==> src/design/xor_dir_pkg.sv <==
package xor_dir_pkg;
  localparam int INSN_W = 14;
  localparam int DATA_W = 8;
  localparam int FADDR_W = 7;
  // Opcode patterns
  localparam logic [10:0] DIRLOAD_PREFIX = 11'h00c; // 00 0000 0110 0 then fff
  localparam logic [5:0] XORW_PREFIX = 6'h06; // 00 0110 d fffffff
  localparam logic [5:0] XORL_PREFIX = 6'h3a; // 11 1010 kkkkkkkk
  localparam logic [2:0] DIR_SEL_MIN = 3'h5;
  localparam logic [2:0] DIR_SEL_MAX = 3'h7;
  // Direction registers in the file map (selectors 5..7 map to 0x05..0x07)
  localparam logic [6:0] DIR_FILE_BASE = 7'h05;
  localparam logic [7:0] DIR_RESET = 8'hff;
  localparam logic [7:0] WORK_RESET = 8'h00;
  localparam int NUM_DIR = 3;
endpackage

==> src/design/xor_and_direction_load_exec.sv <==
`timescale 1ns/100ps
`default_nettype none
// Notes on behaviour
// - port_direction_load copies work into direction register 5..7; opcode ...0110 0fff.
// - Direction registers are also read and written as ordinary file registers.
// - xor_literal_into_work: work becomes work XOR 8-bit literal; opcode 11 1010.
// - xor_work_with_file: reads addressed file register, XORs it with work.
// - Destination bit 0 writes result to work, file register unchanged.
// - Destination bit 1 writes result to file register, work unchanged.
module xor_and_direction_load_exec #(
  // Direction registers reachable by selector
  parameter int NUM_DIR_REGS = xor_dir_pkg::NUM_DIR
) (
  // Clock and reset
  input wire logic i_clk_sys,
  input wire logic i_nrst,
  // Instruction from fetch
  input wire logic i_insn_valid,
  input wire logic [xor_dir_pkg::INSN_W-1:0] i_insn,
  // File register read data for the addressed operand
  input wire logic [xor_dir_pkg::DATA_W-1:0] i_file_rdata,
  // Ordinary file access to direction registers from the core datapath
  input wire logic i_dir_wr,
  input wire logic [1:0] i_dir_idx,
  input wire logic [xor_dir_pkg::DATA_W-1:0] i_dir_wdata,
  // File register write-back
  output logic o_file_we,
  output logic [xor_dir_pkg::FADDR_W-1:0] o_file_addr,
  output logic [xor_dir_pkg::DATA_W-1:0] o_file_wdata,
  // Core state
  output logic [xor_dir_pkg::DATA_W-1:0] o_work,
  output logic o_zero_we,
  output logic o_zero,
  output logic [3*xor_dir_pkg::DATA_W-1:0] o_dir,
  output logic o_illegal
);
  import xor_dir_pkg::*;

  // Only selectors 5..7 exist, so storage cannot be sized otherwise
  if (NUM_DIR_REGS != NUM_DIR) begin : g_dir_count_check
    $error("NUM_DIR_REGS must equal the three direction selectors");
  end

  // Reset release synchroniser
  logic rst_meta_ff;
  logic rst_sync_ff;
  logic nxt_rst_meta;
  logic nxt_rst_sync;

  always_comb begin
    nxt_rst_meta = 1'b1;
    nxt_rst_sync = rst_meta_ff;
  end

  // Assert asynchronously, release on the clock to avoid a partial start
  always_ff @(posedge i_clk_sys or negedge i_nrst) begin
    if (!i_nrst) begin
      rst_meta_ff <= 1'b0;
      rst_sync_ff <= 1'b0;
    end else begin
      rst_meta_ff <= nxt_rst_meta;
      rst_sync_ff <= nxt_rst_sync;
    end
  end

  // Architectural and output state
  logic [DATA_W-1:0] work_ff;
  logic [DATA_W-1:0] nxt_work;
  logic [DATA_W-1:0] dir_ff [NUM_DIR_REGS];
  logic [DATA_W-1:0] nxt_dir [NUM_DIR_REGS];
  logic file_we_ff;
  logic nxt_file_we;
  logic [FADDR_W-1:0] file_addr_ff;
  logic [FADDR_W-1:0] nxt_file_addr;
  logic [DATA_W-1:0] file_wdata_ff;
  logic [DATA_W-1:0] nxt_file_wdata;
  logic zero_we_ff;
  logic nxt_zero_we;
  logic zero_ff;
  logic nxt_zero;
  logic illegal_ff;
  logic nxt_illegal;

  // Instruction decode
  logic is_dirload;
  logic is_xorl;
  logic is_xorw;
  logic sel_in_range;
  logic dest_file;
  logic [2:0] sel;
  logic [1:0] dir_slot;
  logic [DATA_W-1:0] operand;
  logic [DATA_W-1:0] result;

  always_comb begin
    sel = i_insn[2:0];
    dest_file = i_insn[FADDR_W];
    is_dirload = i_insn_valid && (i_insn[INSN_W-1:3] == DIRLOAD_PREFIX);
    is_xorl = i_insn_valid && (i_insn[INSN_W-1:8] == XORL_PREFIX);
    is_xorw = i_insn_valid && (i_insn[INSN_W-1:8] == XORW_PREFIX);
    sel_in_range = (sel >= DIR_SEL_MIN) && (sel <= DIR_SEL_MAX);
    dir_slot = 2'(sel - DIR_SEL_MIN);
    // One shared XOR serves both forms; only the operand differs
    operand = is_xorl ? i_insn[DATA_W-1:0] : i_file_rdata;
    result = work_ff ^ operand;
  end

  // Working register
  always_comb begin
    nxt_work = work_ff;
    if (is_xorl) begin
      nxt_work = result;
    end else if (is_xorw && !dest_file) begin
      nxt_work = result;
    end
  end

  always_ff @(posedge i_clk_sys or negedge rst_sync_ff) begin
    if (!rst_sync_ff) begin
      work_ff <= WORK_RESET;
    end else begin
      work_ff <= nxt_work;
    end
  end

  // Direction registers
  always_comb begin
    nxt_dir = dir_ff;
    // Ordinary write first, so a same-cycle load overrides it
    if (i_dir_wr && (i_dir_idx < 2'(NUM_DIR_REGS))) begin
      nxt_dir[i_dir_idx] = i_dir_wdata;
    end
    if (is_dirload && sel_in_range) begin
      nxt_dir[dir_slot] = work_ff;
    end
  end

  always_ff @(posedge i_clk_sys or negedge rst_sync_ff) begin
    if (!rst_sync_ff) begin
      for (int i = 0; i < NUM_DIR_REGS; i++) begin
        dir_ff[i] <= DIR_RESET;
      end
    end else begin
      dir_ff <= nxt_dir;
    end
  end

  // File register write-back; address and data hold between writes
  always_comb begin
    nxt_file_we = 1'b0;
    nxt_file_addr = file_addr_ff;
    nxt_file_wdata = file_wdata_ff;
    if (is_xorw && dest_file) begin
      nxt_file_we = 1'b1;
      nxt_file_addr = i_insn[FADDR_W-1:0];
      nxt_file_wdata = result;
    end
  end

  always_ff @(posedge i_clk_sys or negedge rst_sync_ff) begin
    if (!rst_sync_ff) begin
      file_we_ff <= 1'b0;
      file_addr_ff <= '0;
      file_wdata_ff <= '0;
    end else begin
      file_we_ff <= nxt_file_we;
      file_addr_ff <= nxt_file_addr;
      file_wdata_ff <= nxt_file_wdata;
    end
  end

  // Zero flag leaves as value plus strobe; status register lives outside
  always_comb begin
    nxt_zero_we = 1'b0;
    nxt_zero = zero_ff;
    if (is_xorl || is_xorw) begin
      nxt_zero_we = 1'b1;
      nxt_zero = (result == '0);
    end
  end

  always_ff @(posedge i_clk_sys or negedge rst_sync_ff) begin
    if (!rst_sync_ff) begin
      zero_we_ff <= 1'b0;
      zero_ff <= 1'b0;
    end else begin
      zero_we_ff <= nxt_zero_we;
      zero_ff <= nxt_zero;
    end
  end

  // Out-of-range selector changes nothing, only raises a pulse
  always_comb begin
    nxt_illegal = is_dirload && !sel_in_range;
  end

  always_ff @(posedge i_clk_sys or negedge rst_sync_ff) begin
    if (!rst_sync_ff) begin
      illegal_ff <= 1'b0;
    end else begin
      illegal_ff <= nxt_illegal;
    end
  end

  // Outputs straight from flip-flops
  assign o_work = work_ff;
  assign o_file_we = file_we_ff;
  assign o_file_addr = file_addr_ff;
  assign o_file_wdata = file_wdata_ff;
  assign o_zero_we = zero_we_ff;
  assign o_zero = zero_ff;
  assign o_illegal = illegal_ff;
  assign o_dir = {dir_ff[2], dir_ff[1], dir_ff[0]};
endmodule
`default_nettype wire

==> config.mk <==
export PLATFORM = sky130hd
export DESIGN_NAME = xor_and_direction_load_exec
export DESIGN_NICKNAME = d
export VERILOG_FILES = /design/src/design/xor_dir_pkg.sv /design/src/design/xor_and_direction_load_exec.sv
export SDC_FILE = /design/constraint.sdc
export NUM_CORES = 1
export LEC_CHECK = 0
export BUFFER_PORTS_ARGS = -buffer_cell sky130_fd_sc_hd__buf_2
export CAP_MARGIN = 20
export CORE_ASPECT_RATIO = 0.7
export CORE_UTILIZATION = 55
export DETAILED_ROUTE_END_ITERATION = 7
export PLACE_DENSITY = 0.89
export SYNTH_ARGS = -nofsm -noshare
export SYNTH_HDL_FRONTEND = slang
export SYNTH_SLANG_ARGS = --single-unit
==> constraint.sdc <==
create_clock -name i_clk_sys -period 4.15 [get_ports i_clk_sys]
set_input_delay 0.2075 -clock i_clk_sys [delete_from_list [all_inputs] [get_ports i_clk_sys]]
set_output_delay 0.2075 -clock i_clk_sys [all_outputs]
set_load 0.005 [all_outputs]
==> impl_metrics.ini, run 1 <==
[run_status]
status = completed

[place]
io_buffers = 86
gp_congestion = 0.7775
place_inst = 397
dp_hpwl_um = 4679

[yosys]
synthMostInstantiatedCell = nor2b_1
synth_fp_nets = 296
synth_cell_types = 35
yosys-top-cells-area = dfrtp_1, dfstp_2, mux2i_1
syn_inst = 260
netlist_area_um2 = 2791
ys_top_cells_by_count = nor2b_1, dfrtp_1, nand2_1
synth_largest_area_cell = dfrtp_1
ys_async_sr_fraction_pct = 100.0
synth_edf_count = 0
yosys_most_used_dff = dfrtp_1
synth.top_cell.area_share_pct = 26.00
yosysSeqAreaShare_pct = 48.59
yosysWarnings = 0
synth.avg_cell_area_um2 = 10.74
ys_ff_latch = 53

[min_path]
hold_path_class = register to async pin

[worst_setup_path]
r2r_start = o_work[2]
regToRegSetupSlack_ns = 2.33
crit_fanout = 16
critPathMaxStageDelay_ns = 0.65
r2r-end = o_zero
endpoint_kind = register
cp-start-kind = input pin
cp_cell_sequence = buf_2 > or4b_4 > nor3_1 > and2_1 > mux2_2
reg2regPathDepth = 5
critPathArrivalTime_ns = 2.21
crit_slowest_cell = and2_1
cp.required_ns = 4.36
worstSetupPathType = input pin to register

[timing]
setup_viol_count_final = 0
skew_ns = 0.008641
tns_ns = 0
fmax_mhz = 501.3
slew_violations = 0
hold_violations = 0
rsz0062_at_grt = no
fin_crit_ns = 1.995
fin_crit_sh_pct = 48.07
relSlewSlack_pct = 50.00
worst_pin_slew_ns = 0.7500

[clocking]
clockBufferDepth = 2
cts_resized = 0
clk-insertion-delay-late_ns = 0.32
cts_tree = done
cts_sinks = 53
cts_setup_buffers = 0
cts_root_buffer = clkbuf_8
htree_levels = 2
path_clk_slew_ns = 0.10
numCtsBuffers = 5

[die]
start_util_pct = 57.74
rows = 21
die_x_um = 87.15
dieArea_um2 = 5369
core_um2 = 4835
pin_count = 87
die_h_um = 61.61

[routing]
wl_per_cell_um = 16.06
viasPerCell = 5.569
ant_nets = 0
route.detailed.drc = 0
drtIter0Drc = 161
firstDrtPassIters = 4
totalWireLength_um = 6519
vias = 2261

[layout]
antenna_cells = 0
layout-drive-gt1-share_pct = 41.84
fin_cells = 406
fillers = 415
syn_to_final_growth_pct = 18.51
nNetsFinal = 372

[power]
p_leak_nw = 1.617
power_density_nw_per_um2 = 390.1
vdd_drop_max_mv = 0.2818
finalPower_mw = 1.291

[global_routing]
grt-ovfl-total = 0
grt_antenna_before_repair = 0
grt_pass1_wl_um = 10220
grt_start_max_net_pins = 37
grt_pass1_vias = 2082
track_usage_pct = 25.99

[run]
maxCapViolations = 0
## worst max path at each step
stage | cells past startpoint | start | end | slack, ns
after floorplan | 6 | i_insn[8] | o_file_addr[0] | 2.30
after global placement | 5 | i_insn[8] | o_file_wdata[0] | 1.92
after detailed placement | 5 | i_insn[8] | o_file_wdata[5] | 1.83
after CTS | 5 | i_insn[8] | o_file_wdata[5] | 2.19
after global routing | 6 | i_insn[8] | o_dir[2] | 2.13
final | 5 | i_insn[8] | o_file_wdata[5] | 2.16
## power by group
group / leakage, nW / internal [mW] / switching (mW) / total [mW]
Clock: 0.0439 / 0.117 / 0.178 / 0.295
Sequential: 0.639 / 0.626 / 0.0856 / 0.712
Combinational: 0.934 / 0.152 / 0.131 / 0.284
## placed cells by master (no fill, tap or decap), drive strengths merged, types with 10 or more instances in the layout
cell and n:
nor2 10, o21ai 17, dfstp 24, buf 88, nor2b 32, mux2 15
mux2i 24, nand2 26, dfrtp 29
## state kept, by name, indices dropped and copies added (netlist names)
register / flops
nxt_rst_sync: 1
o_file_wdata: 8
o_work: 8
o_zero: 1
o_zero_we: 1
o_file_addr: 7
o_dir: 24
rst_sync_ff: 1
o_illegal: 1
o_file_we: 1
## metrics by stage
step | hold WS, ns | worst slack [ns] | cell area [µm²] | utilization (%)
floorplan | -0.08809 | 2.303 | 2791 | -
global placement | -0.007970 | 1.918 | 3212 | 66.43
detailed placement | -0.006708 | 1.834 | 3212 | 66.43
CTS | 0.1711 | 2.186 | 3308 | 68.43
global route | 0.1803 | 2.126 | 3308 | 68.43
finish | 0.1803 | 2.155 | 3308 | 68.43
## cell families after synthesis
family,Yosys count,synth area share (%)
AOI/OAI and AO/OA,50,10.85
xor gates and xnor gates,8,2.510
buffers and inverters,21,4.168
DFF,53,48.59
muxes,39,14.66
other,1,0.1343
and+or+nand+nor,88,19.09
## critical path, delay by kind of cell
family | cells | cell delay [ns]
muxes | 1 | 0.42
and+or+nand+nor | 3 | 1.47
buffers and inverters | 1 | 0.11
## cell type report
class,count,area [µm²],area share (%)
flip-flops and latches,53,1358,41.04
multi-input cells,186,1319,39.86
repair buffers,89,455.4,13.77
well taps,69,86.33,2.610
clock buffers,5,68.82,2.080
clock inverters,3,17.52,0.5295
inverters,1,3.754,0.1135
## routing by layer
metal / vias up / track usage (%) / share of wire (%)
met5: - / 0 / 0
li1: 1067 / - / -
met2: 87 / 39.60 / 45
met3: 10 / 7.775 / 7.3
met1: 1097 / 36.56 / 46
met4: 0 / 7.260 / 1.3
## timing repair
action | CTS | global route
setup endpoints to repair | 0 | 0
hold endpoints to repair | 2 | 0
hold buffers | 1 | 0
(Power assumes the default switching activity.)
==> inputs of run 2 (changes only) <==
--- a/config.mk
+++ b/config.mk
@@ -8,9 +8,9 @@
 export BUFFER_PORTS_ARGS = -buffer_cell sky130_fd_sc_hd__buf_2
 export CAP_MARGIN = 20
 export CORE_ASPECT_RATIO = 0.7
-export CORE_UTILIZATION = 55
+export CORE_UTILIZATION = 51
 export DETAILED_ROUTE_END_ITERATION = 7
-export PLACE_DENSITY = 0.89
+export PLACE_DENSITY = 0.84
 export SYNTH_ARGS = -nofsm -noshare
 export SYNTH_HDL_FRONTEND = slang
 export SYNTH_SLANG_ARGS = --single-unit
==> constraint.sdc (replaced) <==
create_clock -name i_clk_sys -period 2.1 [get_ports i_clk_sys]
set_input_delay 0.105 -clock i_clk_sys [delete_from_list [all_inputs] [get_ports i_clk_sys]]
set_output_delay 0.105 -clock i_clk_sys [all_outputs]
set_load 0.005 [all_outputs]
==> impl_metrics.ini, run 2 (same netlist as run 1, synthesis figures left out) <==
[worst_setup_path]
crit_slowest_cell = or4_1
critPathMaxStageDelay_ns = 0.52
crit_fanout = 9
critPathArrivalTime_ns = 1.99
path_delay_family = simple AND/OR/NAND/NOR gates
r2r_start = o_work[1]
endpoint_kind = register
cp-start-kind = register
critPathBufInv = 0
reg2regPathDepth = 5
worstSetupPathType = register to register
cp.required_ns = 2.32
crit_start = o_work[1]
cp.depth = 5
cp_cell_sequence = nor2b_1 > o211ai_1 > nand2_1 > or4_1 > o31ai_1

[timing]
tns_ns = 0
fmax_mhz = 562.8
rsz0062_at_grt = no
slew_violations = 0
fin_crit_sh_pct = 84.62
setup_viol_count_final = 0
hold_violations = 0
fin_crit_ns = 1.777
whs_ns = 0.1014
worst_pin_slew_ns = 0.5958
skew_ns = 0.008065
relSlewSlack_pct = 60.16

[global_routing]
grt_antenna_before_repair = 0
track_usage_pct = 23.46
grt_start_max_net_pins = 35
grt_pass1_wl_um = 10490
grt-ovfl-total = 0
grt_pass1_vias = 2131

[power]
power_density_nw_per_um2 = 751.9
vdd_drop_max_mv = 0.3771
p_leak_nw = 1.664

[min_path]
min_from = i_insn[4]
hold_path_class = input pin to register
hold_depth = 2

[clocking]
cts_tree = done
path_clk_slew_ns = 0.09
cts_sinks = 53
cts_root_buffer = clkbuf_8
clockBufferDepth = 2
clk-insertion-delay-late_ns = 0.30
numCtsBuffers = 5
htree_levels = 2
cts_resized = 0

[layout]
layout-drive-gt1-share_pct = 42.44
antenna_cells = 0
final_util_pct = 64.78
syn_to_final_growth_pct = 22.01
final_common_cell = buf_2
regArea_um2 = 1358
fillers = 452
nNetsFinal = 379
largest_reg_flops = 24
final_cell_mix = buf_2, nor2b_1, dfrtp_1, nand2_1
fin_cells = 416
multiInputGateArea_um2 = 1319

[die]
core_um2 = 5258
pin_count = 87
start_util_pct = 53.09
die_x_um = 90.43
rows = 22
die_h_um = 63.90
dieArea_um2 = 5778

[place]
gp_congestion = 0.8618
dp_hpwl_um = 4871
place_inst = 407
io_buffers = 86

[routing]
wl_per_cell_um = 15.59
drtIter0Drc = 120
route.detailed.drc = 0
ant_nets = 0
firstDrtPassIters = 4
vias = 2245
viasPerCell = 5.397
totalWireLength_um = 6484

[run]
maxCapViolations = 0

[run_status]
status = completed
## run 2: cell type report
class	count	share of cell area (%)
flip-flops and latches	53	39.86
multi-input cells	186	38.72
repair buffers	96	16.02
clock buffers	8	2.645
well taps	72	2.645
inverters	1	0.1102
## run 2: through the flow
step                      cell area, µm²  setup WS (ns)  total power, mW
final                               3406         0.3231            2.561
after global routing                3406         0.2289            2.711
after global placement              3306         0.1822            1.962
after detailed placement            3306         0.1153            1.993
after floorplan                     2791         0.3557            1.705
after CTS                           3406         0.3282            2.577
## run 2: timing repair
item	4_1_cts	5_1_grt
hold endpoints to repair	2	0
hold buffers	1	0
buffers inserted	0	0
## run 2: final timing paths
path | to | slack [ns]
max in group asynchronous | o_dir[22] | 1.32
hold / removal | o_file_addr[4] | 0.10
hold reg to reg | o_file_addr[0] | 0.20
setup / recovery | o_zero | 0.32
min in group asynchronous | rst_sync_ff | 0.11
setup reg to reg | o_zero | 0.32
## run 2: worst reg2reg max path: cells and delay by family (launching register included)
kind,cells,cell delay (ns)
DFF,1,0.50
and+or+nand+nor,3,0.80
AOI/OAI and AO/OA,2,0.39
## run 2: metal layers
metal  GRT usage [%]  wire, µm  vias up
met3           5.000       429        5
met5               0         0        -
met1           33.51      3063     1079
met2           36.64      2943       84
li1                -         -     1077
met4           5.847        47        0
## run 2: power by group
| part | total, mW | leakage (nW) | internal (mW) | switching, mW |
|---|---|---|---|---|
| Combinational | 0.570 | 0.980 | 0.305 | 0.265 |
| Sequential | 1.40 | 0.639 | 1.24 | 0.167 |
| Clock | 0.586 | 0.0455 | 0.270 | 0.316 |
